File: config.mk
export PLATFORM = sky130hd
export DESIGN_NAME = kwi_core
export DESIGN_NICKNAME = d
export VERILOG_FILES = /design/src/hdl/kwi_pkg.sv /design/src/hdl/kwi_pins.sv /design/src/hdl/kwi_core.sv
export VERILOG_INCLUDE_DIRS = /design/src /design/src/hdl
export SDC_FILE = /design/constraint.sdc
export NUM_CORES = 1
export LEC_CHECK = 0
export ABC_AREA = 1
export BUFFER_PORTS_ARGS = -buffer_cell sky130_fd_sc_hd__buf_4
export CAP_MARGIN = 25
export CORE_ASPECT_RATIO = 0.7
export CORE_MARGIN = 8
export CORE_UTILIZATION = 38
export DETAILED_ROUTE_END_ITERATION = 7
export GPL_TIMING_DRIVEN = 1
export PLACE_DENSITY = 0.95
export SYNTH_ARGS = -nofsm -noshare
export SYNTH_HDL_FRONTEND = slang
export SYNTH_SLANG_ARGS = --single-unit
export TNS_END_PERCENT = 50
File: constraint.sdc
create_clock -name clock -period 3.31 [get_ports clock]
set_input_delay 0.662 -clock clock [delete_from_list [all_inputs] [get_ports clock]]
set_output_delay 0.662 -clock clock [all_outputs]
set_load 0.01 [all_outputs]
File: src/hdl/kwi_map.svh
// kwi_map.svh - register offsets, field positions and reset values of the
// keypad wake interrupt block.
// assumes: included by its bare name from the package and the design files.
`ifndef KWI_MAP_SVH
`define KWI_MAP_SVH

// bus and pin widths
`define KWI_AW        8
`define KWI_DW        32
`define KWI_NPIN      5

// register byte offsets
`define KWI_OFS_SC    8'h00
`define KWI_OFS_EN    8'h04

// status and control field positions
`define KWI_SC_MODE   0
`define KWI_SC_MASK   1
`define KWI_SC_ACK    2
`define KWI_SC_PEND   3
`define KWI_SC_TOP    7
`define KWI_SC_UNUSED 4

// pin enable field
`define KWI_EN_MSB    4
`define KWI_EN_LSB    0

// reset values
`define KWI_MASK_RST  1'b0
`define KWI_MODE_RST  1'b0
`define KWI_EN_RST    5'h00
`define KWI_PREV_RST  1'b1
`define KWI_ZERO32    32'h0000_0000
`define KWI_VEC_RST   16'h0000

// vector address pair, high byte first
`define KWI_VECTOR    16'hFFE4

`endif

File: src/hdl/kwi_pkg.sv
// kwi_pkg - types shared by the keypad wake interrupt design files.
// assumes: kwi_map.svh is on the include path.
`include "kwi_map.svh"

package kwi_pkg;

    // request latch states, gray along idle -> pending -> held
    typedef enum logic [1:0] {
        KWI_ST_IDLE = 2'h0,
        KWI_ST_PEND = 2'h1,
        KWI_ST_HELD = 2'h3
    } kwi_state_t;

    // apb request from the master
    typedef struct packed {
        logic                psel;
        logic                penable;
        logic                pwrite;
        logic [`KWI_AW-1:0]  paddr;
        logic [`KWI_DW-1:0]  pwdata;
    } kwi_apb_req_t;

    // apb answer to the master
    typedef struct packed {
        logic                pready;
        logic                pslverr;
        logic [`KWI_DW-1:0]  prdata;
    } kwi_apb_rsp_t;

    // pad controls for the five keypad pins
    typedef struct packed {
        logic [`KWI_NPIN-1:0] pull_en;
        logic [`KWI_NPIN-1:0] out_en;
        logic [`KWI_NPIN-1:0] rd_ok;
    } kwi_pad_t;

endpackage : kwi_pkg

File: src/hdl/kwi_pins.sv
// kwi_pins - per-pin pad control and level detection for the keypad pins.
// assumes: pin levels are synchronous to clock; enables come from a register.
`timescale 1ns/1ps
`default_nettype none
`include "kwi_map.svh"

module kwi_pins (
    // pins and port setup
    input  wire logic [`KWI_NPIN-1:0] keypad_pin,
    input  wire logic [`KWI_NPIN-1:0] port_a_direction,
    input  wire logic [`KWI_NPIN-1:0] pin_latch_enables,
    // pad controls
    output kwi_pkg::kwi_pad_t         pad,
    // level summary of enabled pins
    output logic                      any_low
);
    import kwi_pkg::*;

    logic [`KWI_NPIN-1:0] low_vec;

    genvar g;
    generate
        for (g = 0; g < `KWI_NPIN; g = g + 1) begin : g_pin
            // enabling a pin switches its pull-up on
            assign pad.pull_en[g] = pin_latch_enables[g];
            // an enabled pin is forced to input whatever its direction bit
            assign pad.out_en[g]  = port_a_direction[g] & ~pin_latch_enables[g];
            // software still needs the direction bit low to read the pin
            assign pad.rd_ok[g]   = ~port_a_direction[g];
            // disabled pins never count as low
            assign low_vec[g]     = pin_latch_enables[g] & ~keypad_pin[g];
        end
    endgenerate

    assign any_low = |low_vec;

endmodule : kwi_pins
`default_nettype wire

File: src/hdl/kwi_core.sv
// kwi_core - keypad wake interrupt unit: five-pin request latch with
// edge or edge-and-level sensitivity, mask, acknowledge and wake.
// assumes: apb master on clock, pins synchronous, vector_fetch is a
// one-cycle pulse from the cpu when it fetches the keypad vector.
//
// Functional notes
// - each pin has an enable bit that also turns on its pull-up
// - request latches when an enabled pin falls after all were high
// - edge-only: no latch while another enabled pin is already low
// - edge-and-level: request stays while any enabled pin is low
// - edge-and-level: clears only after acknowledge and all pins high, any order
// - vector fetch pulse acknowledges and clears the pending request
// - writing one to acknowledge clears the request; bit reads zero
// - acknowledge does not block later edges; new fall latches again
// - unmasked request makes the cpu take the vector pair FFE4/FFE5
// - edge-only: acknowledge clears the request at once, any pin levels
// - reset clears request and sensitivity even with a pin low
// - pending flag reads one while pending, whatever the mask
// - enabled pin forced to input; reads still need direction zero
// - mask set withholds cpu requests; reset clears mask
// - logic stays active in wait and stop; unmasked request wakes cpu
// - in break with clear-enable set, software may clear the flag
// - in break with clear-enable zero, acknowledge writes leave the flag; mask and sensitivity bits still load
// - upper four bits of status and control read as zero
// - sensitivity bit: one edges plus levels, zero edges only
// - reset clears all pin enables
`timescale 1ns/1ps
`default_nettype none
`include "kwi_map.svh"

module kwi_core (
    // clock, reset, enable
    input  wire logic                 clock,
    input  wire logic                 nrst,
    input  wire logic                 clk_en,
    // apb slave
    input  wire kwi_pkg::kwi_apb_req_t apb_req,
    output kwi_pkg::kwi_apb_rsp_t     apb_rsp,
    // keypad pins and port direction
    input  wire logic [`KWI_NPIN-1:0] keypad_pin,
    input  wire logic [`KWI_NPIN-1:0] port_a_direction,
    output kwi_pkg::kwi_pad_t         pad,
    // cpu side
    input  wire logic                 vector_fetch,
    input  wire logic                 wait_mode,
    input  wire logic                 stop_mode,
    output logic                      irq_req,
    output logic                      cpu_wake,
    output logic [15:0]               vector_addr,
    // break support
    input  wire logic                 break_state,
    input  wire logic                 break_clear_enable
);
    import kwi_pkg::*;

    // registers
    kwi_state_t           st_q;
    kwi_state_t           st_d;
    logic                 request_mask_q;
    logic                 trigger_sensitivity_q;
    logic [`KWI_NPIN-1:0] pin_en_q;
    logic                 prev_high_q;
    logic [`KWI_DW-1:0]   prdata_q;
    logic [15:0]          vec_q;

    // bus decode
    logic                 acc;
    logic                 sel_sc;
    logic                 sel_en;
    logic                 hit;
    logic                 wr_take;
    logic                 wr_sc;
    logic                 wr_en;
    logic                 rd_load;
    logic [`KWI_DW-1:0]   rd_mux;
    logic [`KWI_DW-1:0]   sc_word;
    logic [`KWI_DW-1:0]   en_word;

    // request logic
    logic                 any_low;
    logic                 fall_evt;
    logic                 ack_wr;
    logic                 ack_wr_ok;
    logic                 ack;
    logic                 pending_flag;

    kwi_pins u_pins (
        .keypad_pin        (keypad_pin),
        .port_a_direction  (port_a_direction),
        .pin_latch_enables (pin_en_q),
        .pad               (pad),
        .any_low           (any_low)
    );

    // address decode; unmapped addresses answer with an error
    assign acc     = apb_req.psel & apb_req.penable;
    assign sel_sc  = (apb_req.paddr == `KWI_OFS_SC);
    assign sel_en  = (apb_req.paddr == `KWI_OFS_EN);
    assign hit     = sel_sc | sel_en;
    // a frozen block stretches the access instead of dropping it
    assign wr_take = acc & apb_req.pwrite & clk_en;
    assign wr_sc   = wr_take & sel_sc;
    assign wr_en   = wr_take & sel_en;
    assign rd_load = apb_req.psel & ~apb_req.pwrite & clk_en;

    assign apb_rsp.pready  = clk_en;
    assign apb_rsp.pslverr = acc & ~hit;
    assign apb_rsp.prdata  = prdata_q;

    // status word: ack bit and bits 7..4 read as zero
    always_comb begin
        sc_word = `KWI_ZERO32;
        sc_word[`KWI_SC_PEND] = pending_flag;
        sc_word[`KWI_SC_MASK] = request_mask_q;
        sc_word[`KWI_SC_MODE] = trigger_sensitivity_q;
    end

    always_comb begin
        en_word = `KWI_ZERO32;
        en_word[`KWI_EN_MSB:`KWI_EN_LSB] = pin_en_q;
    end

    assign rd_mux = sel_sc ? sc_word : (sel_en ? en_word : `KWI_ZERO32);

    // edge seen only if every enabled pin was high the cycle before
    assign fall_evt = prev_high_q & any_low;

    // in break, acknowledge writes only count with clear-enable set
    assign ack_wr    = wr_sc & apb_req.pwdata[`KWI_SC_ACK];
    assign ack_wr_ok = ack_wr & (~break_state | break_clear_enable);
    assign ack       = vector_fetch | ack_wr_ok;

    // request latch
    always_comb begin
        st_d = st_q;
        case (st_q)
            KWI_ST_IDLE: begin
                // level mode also raises a request on a pin held low
                if (fall_evt | (trigger_sensitivity_q & any_low)) begin
                    st_d = KWI_ST_PEND;
                end
            end
            KWI_ST_PEND: begin
                if (ack & ~fall_evt) begin
                    // edge-only clears at once; level waits for pins
                    if (trigger_sensitivity_q & any_low) begin
                        st_d = KWI_ST_HELD;
                    end else begin
                        st_d = KWI_ST_IDLE;
                    end
                end
            end
            KWI_ST_HELD: begin
                if (fall_evt) begin
                    st_d = KWI_ST_PEND;
                end else if (~any_low | ~trigger_sensitivity_q) begin
                    st_d = KWI_ST_IDLE;
                end
            end
            default: begin
                st_d = KWI_ST_IDLE;
            end
        endcase
    end

    // pending holds through both held and pending states
    assign pending_flag = (st_q != KWI_ST_IDLE);

    // mask gates the cpu request but not the flag
    assign irq_req  = pending_flag & ~request_mask_q;
    // no clock gating of this block in wait or stop
    assign cpu_wake = irq_req & (wait_mode | stop_mode);
    assign vector_addr = vec_q;

    always_ff @(posedge clock) begin
        if (!nrst) begin
            st_q <= KWI_ST_IDLE;
        end else if (clk_en) begin
            st_q <= st_d;
        end
    end

    always_ff @(posedge clock) begin
        if (!nrst) begin
            prev_high_q <= `KWI_PREV_RST;
        end else if (clk_en) begin
            prev_high_q <= ~any_low;
        end
    end

    always_ff @(posedge clock) begin
        if (!nrst) begin
            request_mask_q        <= `KWI_MASK_RST;
            trigger_sensitivity_q <= `KWI_MODE_RST;
        end else if (wr_sc) begin
            request_mask_q        <= apb_req.pwdata[`KWI_SC_MASK];
            trigger_sensitivity_q <= apb_req.pwdata[`KWI_SC_MODE];
        end
    end

    always_ff @(posedge clock) begin
        if (!nrst) begin
            pin_en_q <= `KWI_EN_RST;
        end else if (wr_en) begin
            pin_en_q <= apb_req.pwdata[`KWI_EN_MSB:`KWI_EN_LSB];
        end
    end

    always_ff @(posedge clock) begin
        if (!nrst) begin
            prdata_q <= `KWI_ZERO32;
        end else if (rd_load) begin
            prdata_q <= rd_mux;
        end
    end

    always_ff @(posedge clock) begin
        if (!nrst) begin
            vec_q <= `KWI_VEC_RST;
        end else if (clk_en) begin
            vec_q <= `KWI_VECTOR;
        end
    end

    logic rd_sc_q;
    always_ff @(posedge clock) begin
        if (!nrst) begin
            rd_sc_q <= 1'b0;
        end else begin
            rd_sc_q <= rd_load & sel_sc;
        end
    end
endmodule : kwi_core
`default_nettype wire

==> results.md, run 1 <==
* Status: complete, no violations
* Detailed Place HPWL at between 3000 and 4000 um
* Diodes inserted at 0
* Leading area contributor after synthesis: buf_4
* Top achievable clock speed at about 460 MHz
* H-tree levels at 1
* Final min period at between 2 and 2.5 ns
* Worst path required time at between 2 and 3 ns
* Post-CTS Setup Repair Bufs at 0
* Setup TNS at 0 ns
* Iteration-0 DRC Markers at 74
* CP endpoint kind: primary output
* Register area share after synthesis at 25.88%
* HP Class: reg -> reg
* Net Sw Frac at approximately 30%
* Via density per instance at 4.301
* Top-area cell type share of the netlist area at about a quarter
* Avg WL per Cell at roughly 12 um
* Mean cell area of the mapped netlist at roughly 6.5 um^2
* Syn Std Cell Area at between 1000 and 1500 um^2
* Slew Limit Fails at 0
* Int Pwr at around 0.35 mW
* Final net count at slightly above 300
* Synth cell types at 23
* Main combinational cell family by area after synthesis: buffers and inverters
* Adder-cell share of the synthesized area at 0%
* #FFs+latches synth at 16
* Psw at 0.1481 mW
* Cell with the most instances after synthesis: buf_4
* Number of synthesized flops with an enable pin at 0
* Routed wire length at 3555 um
* Setup violators final at 0
* Power Density at slightly above 300 nW/um^2
* Hold Path Stages at 2
* First-pass GRT wire length at ~5700 um
* Die Y at roughly 64 um
* Clock Path Buffers at 2
* Period utilization at about two thirds
* Clk pwr share at 29.6%
* Area Growth Syn to Fin at 31.95%
* Final GP Congestion at 0.8684
* Antenna viol nets, final at 0
* Combinational Power Share at between 20% and 30%
* CTS resizes at 0
* Antenna violations before repair at 0
* Post-CTS Hold Buffers at 0
* Initial Util at between 30% and 40%
* Port Buffer Count at slightly below 70
* Die W at around 84 um
* Unrepaired setup endpoints after global routing: no
* VDD IR max at 223.1 uV
* R2R depth at 10
* Core Area at 3127 um^2
* CTS Sinks at 16
* Yosys warns at 0
* Largest net degree at the start of global routing at 14
* Final Skew at 0.002223 ns
* Max cap viols at 0
* Ranking of synthesized cells by area: buf_4 (26%), dfxtp_1 (26%), nand2_1 (11%)
* Row cnt at 17
* Cells after Synth at 190
* Drt pass-1 iters at 4
* Multiplexer share of the synthesized area at 0%
* Post-synthesis xor/xnor area fraction at 0%
* Reg power frac at 41.5%
* Asr flop ratio synth at 0%
* Overflow after GRT at 0
* WS Path Type: in -> out
* Compound-Gate Fraction of Synth Area at between 10% and 20%
* Die Area at ~5400 um^2
* Final Hold Vio Count at 0
* Clock-pin slew on the worst setup and hold paths at roughly 0.06 ns
* DR vias at 1,230
* Worst-path fanout max at 12
* CTS buffer count at 3
* Residual DRC count at 0
* Root buffer cell: clkbuf_8
* Layout cells sized above 1 at between 30% and 40%
* Worst skew pair latency at roughly 0.25 ns
* Top_reg_cell synth: dfxtp_1
* Pwr Total at 0.4964 mW
* Ports at between 100 and 150
* Gr usage total at a little over an eighth
* Arrival time worst endpoint at ~1.5 ns
* Vias in the first global route at ~1,200
* TritonCTS clock tree: done
* Crit start category: input port
* Fillers at between 300 and 400
* Leakage at 0.9138 nW
* Simple-gate share of the synthesized area at between 20% and 30%
* Post-synth top cells: buf_4 (43), nand2_1 (37), inv_1 (25)
-- placed cells by master, fill, tap and decap left out --
master / instances
o21bai_1: 1
nand2_1: 37
a21oi_1: 11
o21ai_0: 5
nor2_2: 1
o21a_1: 1
a21boi_0: 1
nor2_1: 19
nand3_2: 1
nor3_1: 1
inv_1: 25
clkbuf_8: 3
nand2_4: 1
nand4_1: 1
nand2_2: 2
conb_1: 31
inv_2: 1
nand3_1: 15
buf_4: 70
o211ai_1: 3
nor2_4: 2
dfxtp_1: 16
-- state kept, by name, indices dropped and copies added (netlist names) --
register / cells
prdata_q: 5
trigger_sensitivity_q: 1
st_q: 2
request_mask_q: 1
prev_high_q: 1
vector_addr: 1
pin_en_q: 5
-- final timing paths --
check / start / endpoint / slack (ns)
worst max-delay path: apb_req[33] / apb_rsp[32] / 1.13
worst min-delay path: request_mask_q / request_mask_q / 0.49
worst max register to register: pin_en_q[2] / st_q[0] / 1.94
worst min register to register: request_mask_q / request_mask_q / 0.49
-- worst max-delay path, stage by stage --
cell     delay (ns)
buf_4          0.10
nor2_1         0.15
nand3_1        0.10
nor2_1         0.10
buf_4          0.19
nor3_1         0.07
buf_4          0.15
-- stage by stage --
stage / std cells / hold slack, ns / instance area (um^2) / utilization (%) / setup slack (ns)
2_1_floorplan: 220 / 0.4536 / 1350 / - / 1.343
3_3_place_gp: 283 / 0.4718 / 1592 / 50.90 / 1.186
5_1_grt: 286 / 0.5181 / 1633 / 52.22 / 1.051
4_1_cts: 286 / 0.4915 / 1633 / 52.22 / 1.144
6_report: 286 / 0.4919 / 1633 / 52.22 / 1.132
3_5_place_dp: 283 / 0.4830 / 1592 / 50.90 / 1.152
-- layer usage --
layer  track usage, %  up-vias  share of wire, %
met3            7.468        5                13
li1                 -      628                 -
met2            21.35       60                48
met4            5.365        0               1.4
met5                0        -                 0
met1            13.50      537                38
-- power by group through the flow --
| stage | sequential, mW | combinational (mW) | clock, mW |
|---|---|---|---|
| 2_1_floorplan | 0.211 | 0.105 | 0 |
| 3_3_place_gp | 0.210 | 0.141 | 0 |
| 3_5_place_dp | 0.210 | 0.143 | 0 |
| 4_1_cts | 0.206 | 0.144 | 0.153 |
| 5_1_grt | 0.207 | 0.159 | 0.163 |
| 6_report | 0.206 | 0.143 | 0.147 |
-- cells by family (layout without fill, tap and decap cells) --
logic type,Yosys count,in the layout
and+or+nand+nor,80,80
buffers and inverters,71,99
AOI/OAI and AO/OA,22,22
DFF,16,16
other,1,31
-- cell type report --
| cell class | count | area [um^2] | area share [%] |
|---|---|---|---|
| timing repair buffer | 70 | 525.5 | 32.18 |
| sequential | 16 | 320.3 | 19.62 |
| tap | 38 | 47.55 | 2.912 |
| clock buffer | 3 | 41.29 | 2.529 |
| multi-input combinational | 133 | 600.6 | 36.78 |
| inverter | 26 | 97.59 | 5.977 |
(Power assumes the default switching activity.)
==> inputs of run 2 (changes only) <==
--- a/config.mk
+++ b/config.mk
@@ -11,10 +11,10 @@
 export CAP_MARGIN = 25
 export CORE_ASPECT_RATIO = 0.7
 export CORE_MARGIN = 8
-export CORE_UTILIZATION = 38
+export CORE_UTILIZATION = 32
 export DETAILED_ROUTE_END_ITERATION = 7
 export GPL_TIMING_DRIVEN = 1
-export PLACE_DENSITY = 0.95
+export PLACE_DENSITY = 0.87
 export SYNTH_ARGS = -nofsm -noshare
 export SYNTH_HDL_FRONTEND = slang
 export SYNTH_SLANG_ARGS = --single-unit
==> constraint.sdc (replaced) <==
create_clock -name clock -period 2 [get_ports clock]
set_input_delay 0.4 -clock clock [delete_from_list [all_inputs] [get_ports clock]]
set_output_delay 0.4 -clock clock [all_outputs]
set_load 0.01 [all_outputs]
==> results.md, run 2 (same netlist as run 1, synthesis figures left out) <==
* VDD IR max at about 250 uV
* DR vias at about 1,200
* Met3 wire length at about 420 um
* Root buffer cell: clkbuf_8
* Top achievable clock speed at approximately 640 MHz
* Post-CTS Hold Buffers at 0
* Detailed Place HPWL at a little over 3000 um
* Met1 wire length at roughly 1500 um
* Worst skew pair latency at around 0.25 ns
* TritonCTS clock tree: done
* Util after Layout at a little over two fifths
* Setup TNS at 0 ns
* Final min period at around 1.6 ns
* Die Y at about 68 um
* Port Buffer Count at 69
* Final net count at a little over 300
* Metal2 WL at between 1500 and 2000 um
* Avg WL per Cell at around 12 um
* WHS at 0.4256 ns
* Commonest cells after routing, fill and taps aside: buf_4 (70), nand2_1 (37), conb_1 (31)
* Area Growth Syn to Fin at 33.37%
* Fillers at around 400
* Status: complete, no violations
* First-pass GRT wire length at 5589 um
* Slew Limit Fails at 0
* Crit start category: input port
* Overflow after GRT at 0
* Final Skew at 0.003759 ns
* Worst Setup Slack, final at roughly 0.45 ns
* Routed wire length at 3602 um
* Commonest non-fill, non-tap cell in the layout: buf_4
* CTS buffer count at 3
* Largest net degree at the start of global routing at 14
* CTS resizes at 0
* CTS Sinks at 16
* Via density per instance at approximately 4
* Reg-to-reg startpoint: pin_en_q[0]
* Hold path start: apb_req[4]
* Final Hold Vio Count at 0
* Core Area at ~3800 um^2
* Gr usage total at 11.38%
* Setup violators final at 0
* Row cnt at 19
* Residual DRC count at 0
* Initial Util at between 30% and 40%
* Final GP Congestion at between 0.8 and 0.9
* WS Path Type: in -> out
* Clock-pin slew on the worst setup and hold paths at roughly 0.06 ns
* Worst path required time at 1.60 ns
* HP Class: in -> reg
* Post-CTS Setup Repair Bufs at 0
* Count of non-filler cells in the finished layout at 300
* H-tree levels at 1
* Antenna violations before repair at 0
* Highest Signal Layer: met4
* Arrival time worst endpoint at approximately 1.2 ns
* Period utilization at between 70% and 80%
* Leakage at just over 0.9 nW
* Crit path launch: apb_req[33]
* Die W at ~90 um
* Regs by FF count: pin_en_q: 5 flops, prdata_q: 5 flops, st_q: 2 flops
* Drt pass-1 iters at 4
* CP endpoint kind: primary output
* Max cap viols at 0
* DP Worst Slack at approximately 0.44 ns
* Ports at between 100 and 150
* Vias in the first global route at about 1,200
* Clock Path Buffers at 2
* Die Area at just over 6000 um^2
* Antenna viol nets, final at 0
* Layout cells sized above 1 at between 30% and 40%
* Inst Count DP at slightly below 300
* Worst-path fanout max at 7
* Iteration-0 DRC Markers at 67
* Unrepaired setup endpoints after global routing: no
* Diodes inserted at 0
* Power Density at approximately 500 nW/um^2
-- run 2: cell counts in the layout (fill, tap and decap cells not counted) --
Identical to the previous run, type by type.
-- run 2: worst max-delay path: stages --
cell     delay [ns]
buf_4          0.11
nor2_1         0.13
nand2_1        0.10
nor2_4         0.19
nor3_1         0.08
buf_4          0.15
-- run 2: metal layers --
metal | up-vias | global-route usage, %
met5 | - | 0
met4 | 0 | 2.474
met3 | 3 | 6.900
met2 | 52 | 19.29
met1 | 528 | 12.17
li1 | 631 | -
-- run 2: path summary, 6_finish.rpt --
path                                       end  slack (ns)  cells after the start
worst max-delay path               apb_rsp[32]        0.45                      6
worst min-delay path               pin_en_q[4]        0.43                      3
worst max register to register         st_q[0]        0.56                      9
worst min register to register  request_mask_q        0.50                      2
-- run 2: power breakdown --
group | total [mW] | switching [mW] | internal, mW
sequential | 0.341 | 0.0111 | 0.330
combinational | 0.239 | 0.126 | 0.112
clock | 0.242 | 0.108 | 0.134
total | 0.822 | 0.245 | 0.576
-- run 2: layout make-up --
class                      count  area (um^2)  area share [%]
tap                           52        65.06           3.942
clock buffer                   3        41.29           2.502
sequential                    16        320.3           19.41
inverter                      26        97.59           5.914
timing repair buffer          70        525.5           31.84
multi-input combinational    133        600.6           36.39
-- run 2: per-stage QoR --
stage | instance area, um^2 | power, mW
5_1_grt | 1650 | 0.8780
2_1_floorplan | 1350 | 0.5228
4_1_cts | 1650 | 0.8313
3_3_place_gp | 1609 | 0.5808
3_5_place_dp | 1609 | 0.5862
6_report | 1650 | 0.8215
